**src/design/io_cfg_pkg.sv**
```systemverilog
`default_nettype none

package io_cfg_pkg;

    // ----------------
    // Register offsets
    // ----------------
    localparam logic [5:0] OFS_IO_PIN_CONFIG_A = 6'h1C;
    localparam logic [5:0] OFS_IO_PIN_CONFIG_B = 6'h1D;
    localparam logic [5:0] OFS_MAKER_ID_LOW    = 6'h1E;
    localparam logic [5:0] OFS_MAKER_ID_HIGH   = 6'h1F;

    // ----------------
    // Field positions of io_pin_config_a
    // ----------------
    localparam int A_ACCEPT_BCN_BIT   = 11;
    localparam int A_LEVEL_INV_BIT    = 10;
    localparam int A_THRESH_INV_BIT   = 9;
    localparam int A_DELIM_INV_BIT    = 8;
    localparam int A_CLEAR_INV_BIT    = 7;
    localparam int A_THRESH_LSB       = 0;
    localparam int A_THRESH_W         = 7;

    // ----------------
    // Field positions of io_pin_config_b
    // ----------------
    localparam int B_DEBUG_SRC_LSB    = 10;
    localparam int B_DEBUG_SRC_W      = 3;
    localparam int B_DELIM_SEL_LSB    = 5;
    localparam int B_CLEAR_SEL_LSB    = 0;
    localparam int B_SEL_W            = 5;

    // ----------------
    // Field positions of the identity registers
    // ----------------
    localparam int ID_MAKER_LSB       = 1;
    localparam int ID_CONT_LSB        = 8;
    localparam int ID_PART_LO_LSB     = 12;
    localparam int ID_PART_HI_LSB     = 0;
    localparam int ID_REV_LSB         = 12;

    // ----------------
    // Reset values
    // ----------------
    localparam logic [6:0] RST_THRESH_LEVEL = 7'h40;
    localparam logic [2:0] RST_DEBUG_SRC    = 3'h0;
    localparam logic [4:0] RST_PIN_SELECT   = 5'h00;

    // ----------------
    // Debug serializer timing: prescaler ticks per data bit (150/37.5)
    // ----------------
    localparam int          PRE_CLK_MHZ_X10   = 1500;
    localparam int          DBG_CLK_MHZ_X10   = 375;
    localparam logic [1:0]  DBG_TICKS_PER_BIT = 2'((PRE_CLK_MHZ_X10 / DBG_CLK_MHZ_X10) - 1);
    localparam int          DBG_WORD_W        = 16;

    typedef enum logic [2:0]
    {
        DBG_OFF      = 3'h0,
        DBG_AGC      = 3'h1,
        DBG_ADC_OUT  = 3'h2,
        DBG_FILT_IQ  = 3'h3,
        DBG_RSVD4    = 3'h4,
        DBG_RSVD5    = 3'h5,
        DBG_ADC_IN   = 3'h6,
        DBG_DAC_IN   = 3'h7
    } debug_src_e;

    typedef struct packed
    {
        logic       accept_any_beacon;
        logic       rxbuf_level_pin_invert;
        logic       rxbuf_thresh_pin_invert;
        logic       frame_delim_pin_invert;
        logic       chan_clear_pin_invert;
        logic [6:0] rxbuf_thresh_level;
    } cfg_a_s;

    typedef struct packed
    {
        debug_src_e fast_debug_source;
        logic [4:0] frame_delim_pin_select;
        logic [4:0] chan_clear_pin_select;
    } cfg_b_s;

    typedef struct packed
    {
        logic        wr;
        logic        rd;
        logic [5:0]  addr;
        logic [15:0] wdata;
    } reg_req_s;

endpackage

`default_nettype wire

```
**src/design/debug_serializer.sv**
```systemverilog
`timescale 1ns/1ps
`default_nettype none

module debug_serializer
(
    input  wire logic                                 clk_sys_i,
    input  wire logic                                 rst_n_i,
    input  wire logic                                 run_i,
    input  wire logic                                 pre_tick_i,
    input  wire logic [io_cfg_pkg::DBG_WORD_W-1:0]    word_i,
    output logic                                      word_take_o,
    output logic                                      dbg_clk_o,
    output logic                                      dbg_data_o
);

    typedef enum logic [0:0]
    {
        SER_IDLE  = 1'b0,
        SER_SHIFT = 1'b1
    } ser_state_e;

    ser_state_e                              state_q;
    logic [1:0]                              tick_q;
    logic [3:0]                              bit_q;
    logic [io_cfg_pkg::DBG_WORD_W-1:0]       shift_q;
    logic                                    bit_end;

    assign bit_end     = pre_tick_i && (tick_q == io_cfg_pkg::DBG_TICKS_PER_BIT);
    assign word_take_o = run_i && bit_end && (state_q == SER_IDLE || bit_q == 4'hF);

    // ----------------
    // Prescaler tick divider: one data bit every four ticks
    // ----------------
    always_ff @(posedge clk_sys_i)
    begin
        if (!rst_n_i || !run_i)
            tick_q <= 2'h0;
        else if (pre_tick_i)
            tick_q <= tick_q + 2'h1;
    end

    // ----------------
    // Shifter, MSB first, words back to back
    // ----------------
    always_ff @(posedge clk_sys_i)
    begin
        if (!rst_n_i || !run_i)
        begin
            state_q <= SER_IDLE;
            bit_q   <= 4'h0;
            shift_q <= '0;
        end
        else if (word_take_o)
        begin
            state_q <= SER_SHIFT;
            bit_q   <= 4'h0;
            shift_q <= word_i;
        end
        else if (bit_end)
        begin
            bit_q   <= bit_q + 4'h1;
            shift_q <= {shift_q[io_cfg_pkg::DBG_WORD_W-2:0], 1'b0};
        end
    end

    // Clock is high in the second half of each bit so data is stable at its rising edge
    always_ff @(posedge clk_sys_i)
    begin
        if (!rst_n_i)
        begin
            dbg_clk_o  <= 1'b0;
            dbg_data_o <= 1'b0;
        end
        else
        begin
            dbg_clk_o  <= (state_q == SER_SHIFT) && tick_q[1];
            dbg_data_o <= (state_q == SER_SHIFT) && shift_q[io_cfg_pkg::DBG_WORD_W-1];
        end
    end

endmodule

`default_nettype wire

```
**src/design/io_config_and_id_regs.sv**
```systemverilog
`timescale 1ns/1ps
`default_nettype none

module io_config_and_id_regs
#(
    parameter logic [6:0]  MAKER_CODE   = 7'h15,  // arbitrary value
    parameter logic [3:0]  MAKER_CONT   = 4'h1,   // arbitrary value
    parameter logic [15:0] PART_NUMBER  = 16'h0A5C, // arbitrary value
    parameter logic [3:0]  REVISION     = 4'h1    // arbitrary value
)
(
    input  wire logic                  clk_sys_i,
    input  wire logic                  rst_n_i,
    // Register access from the serial interface
    input  wire io_cfg_pkg::reg_req_s  reg_req_i,
    output logic [15:0]                reg_rdata_o,
    output logic                       reg_rvalid_o,
    // Beacon filtering
    input  wire logic                  addr_filter_en_i,
    input  wire logic                  beacon_check_i,
    input  wire logic [15:0]           beacon_src_net_id_i,
    input  wire logic [15:0]           stored_net_id_i,
    output logic                       beacon_accept_o,
    output logic                       beacon_valid_o,
    // Status pins
    input  wire logic                  rxbuf_level_i,
    input  wire logic [7:0]            rxbuf_count_i,
    input  wire logic [31:0]           frame_delim_sources_i,
    input  wire logic [31:0]           chan_clear_sources_i,
    output logic                       rxbuf_level_pin_o,
    output logic                       rxbuf_thresh_pin_o,
    output logic                       frame_delim_pin_o,
    output logic                       chan_clear_pin_o,
    // Fast serial debug
    input  wire logic                  freq_synth_on_i,
    input  wire logic                  pre_tick_i,
    input  wire logic [15:0]           agc_status_i,
    input  wire logic [15:0]           adc_iq_out_i,
    input  wire logic [15:0]           filt_iq_i,
    input  wire logic [15:0]           adc_iq_in_i,
    input  wire logic [15:0]           dac_iq_in_i,
    output logic                       fast_serial_debug_clk_o,
    output logic                       fast_serial_debug_data_o,
    output logic                       fast_serial_debug_take_o
);

    io_cfg_pkg::cfg_a_s   cfg_a_q;
    io_cfg_pkg::cfg_b_s   cfg_b_q;
    logic [15:0]          cfg_a_word;
    logic [15:0]          cfg_b_word;
    logic [15:0]          id_low_word;
    logic [15:0]          id_high_word;
    logic [15:0]          rdata_d;
    logic                 thresh_hit;
    logic                 dbg_run;
    logic [15:0]          dbg_word;

    // ----------------------------------------------------------------
    // Configuration registers
    // ----------------------------------------------------------------
    // Unused upper bits are not stored; the host keeps them zero anyway
    always_ff @(posedge clk_sys_i)
    begin
        if (!rst_n_i)
        begin
            cfg_a_q.accept_any_beacon       <= 1'b0;
            cfg_a_q.rxbuf_level_pin_invert  <= 1'b0;
            cfg_a_q.rxbuf_thresh_pin_invert <= 1'b0;
            cfg_a_q.frame_delim_pin_invert  <= 1'b0;
            cfg_a_q.chan_clear_pin_invert   <= 1'b0;
            cfg_a_q.rxbuf_thresh_level      <= io_cfg_pkg::RST_THRESH_LEVEL;
        end
        else if (reg_req_i.wr && reg_req_i.addr == io_cfg_pkg::OFS_IO_PIN_CONFIG_A)
        begin
            cfg_a_q.accept_any_beacon       <= reg_req_i.wdata[io_cfg_pkg::A_ACCEPT_BCN_BIT];
            cfg_a_q.rxbuf_level_pin_invert  <= reg_req_i.wdata[io_cfg_pkg::A_LEVEL_INV_BIT];
            cfg_a_q.rxbuf_thresh_pin_invert <= reg_req_i.wdata[io_cfg_pkg::A_THRESH_INV_BIT];
            cfg_a_q.frame_delim_pin_invert  <= reg_req_i.wdata[io_cfg_pkg::A_DELIM_INV_BIT];
            cfg_a_q.chan_clear_pin_invert   <= reg_req_i.wdata[io_cfg_pkg::A_CLEAR_INV_BIT];
            cfg_a_q.rxbuf_thresh_level      <=
                reg_req_i.wdata[io_cfg_pkg::A_THRESH_LSB +: io_cfg_pkg::A_THRESH_W];
        end
    end

    always_ff @(posedge clk_sys_i)
    begin
        if (!rst_n_i)
        begin
            cfg_b_q.fast_debug_source      <= io_cfg_pkg::debug_src_e'(io_cfg_pkg::RST_DEBUG_SRC);
            cfg_b_q.frame_delim_pin_select <= io_cfg_pkg::RST_PIN_SELECT;
            cfg_b_q.chan_clear_pin_select  <= io_cfg_pkg::RST_PIN_SELECT;
        end
        else if (reg_req_i.wr && reg_req_i.addr == io_cfg_pkg::OFS_IO_PIN_CONFIG_B)
        begin
            cfg_b_q.fast_debug_source      <= io_cfg_pkg::debug_src_e'(
                reg_req_i.wdata[io_cfg_pkg::B_DEBUG_SRC_LSB +: io_cfg_pkg::B_DEBUG_SRC_W]);
            cfg_b_q.frame_delim_pin_select <=
                reg_req_i.wdata[io_cfg_pkg::B_DELIM_SEL_LSB +: io_cfg_pkg::B_SEL_W];
            cfg_b_q.chan_clear_pin_select  <=
                reg_req_i.wdata[io_cfg_pkg::B_CLEAR_SEL_LSB +: io_cfg_pkg::B_SEL_W];
        end
    end

    // ----------------------------------------------------------------
    // Read-back words
    // ----------------------------------------------------------------
    always_comb
    begin
        cfg_a_word = 16'h0000;
        cfg_a_word[io_cfg_pkg::A_ACCEPT_BCN_BIT] = cfg_a_q.accept_any_beacon;
        cfg_a_word[io_cfg_pkg::A_LEVEL_INV_BIT]  = cfg_a_q.rxbuf_level_pin_invert;
        cfg_a_word[io_cfg_pkg::A_THRESH_INV_BIT] = cfg_a_q.rxbuf_thresh_pin_invert;
        cfg_a_word[io_cfg_pkg::A_DELIM_INV_BIT]  = cfg_a_q.frame_delim_pin_invert;
        cfg_a_word[io_cfg_pkg::A_CLEAR_INV_BIT]  = cfg_a_q.chan_clear_pin_invert;
        cfg_a_word[io_cfg_pkg::A_THRESH_LSB +: io_cfg_pkg::A_THRESH_W] = cfg_a_q.rxbuf_thresh_level;
    end

    always_comb
    begin
        cfg_b_word = 16'h0000;
        cfg_b_word[io_cfg_pkg::B_DEBUG_SRC_LSB +: io_cfg_pkg::B_DEBUG_SRC_W] = cfg_b_q.fast_debug_source;
        cfg_b_word[io_cfg_pkg::B_DELIM_SEL_LSB +: io_cfg_pkg::B_SEL_W] = cfg_b_q.frame_delim_pin_select;
        cfg_b_word[io_cfg_pkg::B_CLEAR_SEL_LSB +: io_cfg_pkg::B_SEL_W] = cfg_b_q.chan_clear_pin_select;
    end

    always_comb
    begin
        id_low_word = 16'h0001;
        id_low_word[io_cfg_pkg::ID_MAKER_LSB +: 7]   = MAKER_CODE;
        id_low_word[io_cfg_pkg::ID_CONT_LSB +: 4]    = MAKER_CONT;
        id_low_word[io_cfg_pkg::ID_PART_LO_LSB +: 4] = PART_NUMBER[3:0];
    end

    always_comb
    begin
        id_high_word = 16'h0000;
        id_high_word[io_cfg_pkg::ID_PART_HI_LSB +: 12] = PART_NUMBER[15:4];
        id_high_word[io_cfg_pkg::ID_REV_LSB +: 4]      = REVISION;
    end

    // Identity registers ignore writes; unmapped offsets read zero
    always_comb
    begin
        unique case (reg_req_i.addr)
            io_cfg_pkg::OFS_IO_PIN_CONFIG_A: rdata_d = cfg_a_word;
            io_cfg_pkg::OFS_IO_PIN_CONFIG_B: rdata_d = cfg_b_word;
            io_cfg_pkg::OFS_MAKER_ID_LOW:    rdata_d = id_low_word;
            io_cfg_pkg::OFS_MAKER_ID_HIGH:   rdata_d = id_high_word;
            default:                         rdata_d = 16'h0000;
        endcase
    end

    always_ff @(posedge clk_sys_i)
    begin
        if (!rst_n_i)
        begin
            reg_rdata_o  <= 16'h0000;
            reg_rvalid_o <= 1'b0;
        end
        else
        begin
            reg_rvalid_o <= reg_req_i.rd;
            if (reg_req_i.rd)
                reg_rdata_o <= rdata_d;
        end
    end

    // ----------------------------------------------------------------
    // Beacon acceptance
    // ----------------------------------------------------------------
    // With filtering off, beacons are not screened here at all
    always_ff @(posedge clk_sys_i)
    begin
        if (!rst_n_i)
        begin
            beacon_accept_o <= 1'b0;
            beacon_valid_o  <= 1'b0;
        end
        else
        begin
            beacon_valid_o <= beacon_check_i;
            if (beacon_check_i)
                beacon_accept_o <= !addr_filter_en_i
                                || cfg_a_q.accept_any_beacon
                                || (beacon_src_net_id_i == stored_net_id_i);
        end
    end

    // ----------------------------------------------------------------
    // Status pins
    // ----------------------------------------------------------------
    assign thresh_hit = rxbuf_count_i >= {1'b0, cfg_a_q.rxbuf_thresh_level};

    // Inversion sits in the pin flop so the pads never glitch on a polarity change
    always_ff @(posedge clk_sys_i)
    begin
        if (!rst_n_i)
        begin
            rxbuf_level_pin_o  <= 1'b0;
            rxbuf_thresh_pin_o <= 1'b0;
            frame_delim_pin_o  <= 1'b0;
            chan_clear_pin_o   <= 1'b0;
        end
        else
        begin
            rxbuf_level_pin_o  <= rxbuf_level_i ^ cfg_a_q.rxbuf_level_pin_invert;
            rxbuf_thresh_pin_o <= thresh_hit ^ cfg_a_q.rxbuf_thresh_pin_invert;
            frame_delim_pin_o  <= frame_delim_sources_i[cfg_b_q.frame_delim_pin_select]
                                ^ cfg_a_q.frame_delim_pin_invert;
            chan_clear_pin_o   <= chan_clear_sources_i[cfg_b_q.chan_clear_pin_select]
                                ^ cfg_a_q.chan_clear_pin_invert;
        end
    end

    // ----------------------------------------------------------------
    // Fast serial debug
    // ----------------------------------------------------------------
    always_comb
    begin
        dbg_run  = freq_synth_on_i;
        dbg_word = 16'h0000;
        unique case (cfg_b_q.fast_debug_source)
            io_cfg_pkg::DBG_AGC:     dbg_word = agc_status_i;
            io_cfg_pkg::DBG_ADC_OUT: dbg_word = adc_iq_out_i;
            io_cfg_pkg::DBG_FILT_IQ: dbg_word = filt_iq_i;
            io_cfg_pkg::DBG_ADC_IN:  dbg_word = adc_iq_in_i;
            io_cfg_pkg::DBG_DAC_IN:  dbg_word = dac_iq_in_i;
            default:                 dbg_run  = 1'b0;
        endcase
    end

    debug_serializer u_debug_serializer
    (
        .clk_sys_i   (clk_sys_i),
        .rst_n_i     (rst_n_i),
        .run_i       (dbg_run),
        .pre_tick_i  (pre_tick_i),
        .word_i      (dbg_word),
        .word_take_o (fast_serial_debug_take_o),
        .dbg_clk_o   (fast_serial_debug_clk_o),
        .dbg_data_o  (fast_serial_debug_data_o)
    );

endmodule

`default_nettype wire

```
**config.mk**
```make
export PLATFORM = sky130hd
export DESIGN_NAME = io_config_and_id_regs
export DESIGN_NICKNAME = d
export VERILOG_FILES = /design/src/design/io_cfg_pkg.sv /design/src/design/debug_serializer.sv /design/src/design/io_config_and_id_regs.sv
export SDC_FILE = /design/constraint.sdc
export NUM_CORES = 1
export LEC_CHECK = 0
export BUFFER_PORTS_ARGS = -buffer_cell sky130_fd_sc_hd__clkbuf_2
export CORE_MARGIN = 5
export CORE_UTILIZATION = 41
export CTS_CLUSTER_SIZE = 16
export DETAILED_ROUTE_END_ITERATION = 8
export PLACE_DENSITY_LB_ADDON = 0.08
export RECOVER_POWER = 100
export SKIP_LAST_GASP = 1
export SLEW_MARGIN = 20
export SYNTH_ARGS = -nofsm -noshare
export SYNTH_HDL_FRONTEND = slang
export SYNTH_SLANG_ARGS = --single-unit
```
**constraint.sdc**
```tcl
create_clock -name clk_sys_i -period 1.4 [get_ports clk_sys_i]
set_input_delay 0 -clock clk_sys_i [delete_from_list [all_inputs] [get_ports clk_sys_i]]
set_output_delay 0 -clock clk_sys_i [all_outputs]
set_load 0.05 [all_outputs]
```
==> metrics.cfg <==
[synth]
synth.most_common_cell=nand2_1
ys_seq_elements=71
synth_area_leaders=dfxtp_1 32%, nand2_1 9.2%, mux2i_1 7.8%, mux4_2 6.5%, a21oi_1 5.5%
synth_flop_cell=dfxtp_1
synthArstFlopShare_pct=0
synth.distinct_cells=49
synth_common_cells=110 x nand2_1, 71 x dfxtp_1, 49 x a21oi_1, 35 x mux2i_1, 24 x a22oi_1
syn_inst=531
ys.warnings.count=0
synth_top_area_share_pct=31.6
synth_top_area_cell=dfxtp_1
ys_seq_area_share_pct=31.6
synth_edf_count=0
synth_fp_nets=755
mappedNetlistArea_mm2=0.00450
avgSynthCellArea_um2=8.47

[power_and_ir_drop]
power_density_mw_per_mm2=643
total_leakage_power_nw=2.78
finalPower_w=0.00442
vdd_drop_max_mv=0.433

[timing]
clock.fmax_mhz=629
hold_viol_final=0
relSlewSlack_pct=56.5
rsz0062_at_grt=yes
worst_pin_slew_ps=653
fin_crit_sh_pct=114
finClkSkew_ps=10.7
fin_ws_ps=-190
setup_viol=19
maxSlewViolCount=0
fin_crit_ps=1590
fin_setup_tns_ps=-2560

[detailed_routing]
wire_per_inst_um=16.4
drt_iter0_markers=257
drt-pass1-iter-count=4
drc=0
ant_nets=0
vias=5007
wl_um=15800
via_per_inst=5.19

[layout]
final_nets=1045
drive_gt1_share_pct=46.2
area_growth_pct=52.7
multiInputGateArea_mm2=0.00301
instances_no_fill=965
final_core_util_pct=63.7
antennaDiodeCount=0
n_fill_cell=945
design_area_mm2=0.00687
seq_area_mm2=0.00144

[cts]
cts_max_level=3
cts_root_buf=clkbuf_8
cts_made_buffers=9
cts_tree=done
path_clk_slew_ps=70
cts_sinks=71
clock_latency_ps=350
clock_path_buffers=2

[flow_run]
cap_violations=0

[global_route]
grt_max_degree=31
grt_pass1_wl_um=24500
track_usage_pct=23.1
antenna_found_initial=0
grt_pass1_vias=5139
overflow=0

[place]
gp_congestion=0.876
placed_cell_area_mm2=0.00611
placed_cells=917
port_buffers=236
post-dp-hpwl_um=12400

[die]
ioPinCount=241
die_y_um=115
core_area_mm2=0.0108
initial_core_util_pct=41.7
die_w_um=115
rows=38
dieArea_mm2=0.0132

[setup_path]
path_cells=nor2b_4 -> o21ai_4 -> a211oi_4 -> buf_12 -> buf_8 -> buf_12
cp_slowest_cell=dfxtp_4
reg2reg_setup_slack_ps=-160
crit_path_end_kind=output pin
path_buf_inv=3
cp_max_fo=4
crit_family=flip-flops
start_kind=flip-flop
crit_top_cell=buf_12
criticalPathCategory=reg -> out
max_stage_delay_ps=390
cp.required_ps=1400
arrival_ps=1590

[status]
violations=setup timing
status=finished, violations left

[hold_path]
worstHoldPathType=in -> reg

[layer usage]
metal  GRT usage [%]  vias up  wire [µm]
met4            9.70        0        549
met2            42.6      199       8120
met3            4.63       33       1190
met5               0        -          0
met1            25.8     2295       5980
li1                -     2480          -
[worst reg2reg max path: stages, from the launching register on]
cell,delay (ps)
dfxtp_4,390
buf_12,140
mux4_2,490
a22oi_1,210
nand2_1,80
o21ai_1,80
o21ai_1,70
[registers in the layout, indices dropped and copies added (netlist names)]
signal / cells
beacon_valid_o: 1
rxbuf_level_pin_o: 1
reg_rvalid_o: 1
u_debug_serializer.bit_q: 4
reg_rdata_o: 14
frame_delim_pin_o: 1
u_debug_serializer.dbg_data_o: 1
chan_clear_pin_o: 1
beacon_accept_o: 1
cfg_b_q: 13
cfg_a_q: 12
u_debug_serializer.state_q: 1
u_debug_serializer.tick_q: 2
u_debug_serializer.shift_q: 16
u_debug_serializer.dbg_clk_o: 1
rxbuf_thresh_pin_o: 1
[final cells by class]
type                       instances  share of cell area, %
clock inverter                     5                  0.856
clock buffer                      10                   2.00
multi-input combinational        411                   43.8
tap                              140                   2.55
sequential                        71                   20.9
inverter                          11                  0.601
timing repair buffer             317                   29.2
[cell usage in the layout (no fill, tap or decap), types with 6 or more instances in the layout]
cell type and n:
nand2_1 107, mux4_2 13, buf_4 45, buf_12 9, o21ai_1 15, dfxtp_1 63
clkbuf_2 209, nor2_1 13, mux2i_1 32, mux2_2 7, o211ai_1 6, nand4_1 6
o21ai_2 17, xor2_1 18, clkbuf_1 27, nand4b_1 8, dlygate4sd3_1 17, a22oi_2 8
o21ai_0 9, inv_1 10, nor2_2 6, a21oi_1 41, clkbuf_8 10, a22oi_1 16
a21oi_2 8, nand3_1 16
[through the flow]
| stage | setup slack (ps) | hold slack [ps] |
|---|---|---|
| 2_1_floorplan | -50.8 | 122 |
| 3_3_place_gp | -192 | 232 |
| 3_5_place_dp | -198 | 241 |
| 4_1_cts | -218 | 2.43 |
| 5_1_grt | -275 | 46.0 |
| 6_report | -190 | 22.2 |
[repair_timing]
| action | 4_1_cts | 5_1_grt |
|---|---|---|
| hold buffers | 17 | 0 |
| resized for setup | 37 | 26 |
| cloned | 2 | 2 |
| endpoints found under the hold margin | 29 | 0 |
| endpoints found under the setup margin | 27 | 38 |
| buffers inserted | 12 | 1 |
| pin swaps | 13 | 15 |
[power breakdown]
group	total [W]	internal [W]	switching [W]
clock network	0.00163	0.000861	0.000772
registers	0.00204	0.00203	0.00000901
logic	0.000747	0.000394	0.000353
[logic make-up (layout without fill, tap and decap cells)]
logic type | count (synthesis) | in the layout | synth area share, %
and+or+nand+nor | 192 | 192 | 20.2
AOI/OAI and AO/OA | 133 | 133 | 19.3
DFF | 71 | 71 | 31.6
muxes | 55 | 55 | 16.0
buffers and inverters | 49 | 343 | 6.23
xor gates and xnor gates | 21 | 21 | 4.09
adders and majority gates | 9 | 9 | 2.50
other | 1 | 1 | 0.0833
[path summary, 6_finish.rpt]
check	to	cells past startpoint	from
worst max-delay path	fast_serial_debug_take_o	6	cfg_b_q[10]
worst max register to register	u_debug_serializer.shift_q[11]	6	cfg_b_q[10]
worst min-delay path	u_debug_serializer.tick_q[1]	3	pre_tick_i
worst min register to register	u_debug_serializer.shift_q[9]	2	u_debug_serializer.shift_q[9]
Power figures use the tool's default switching activity.
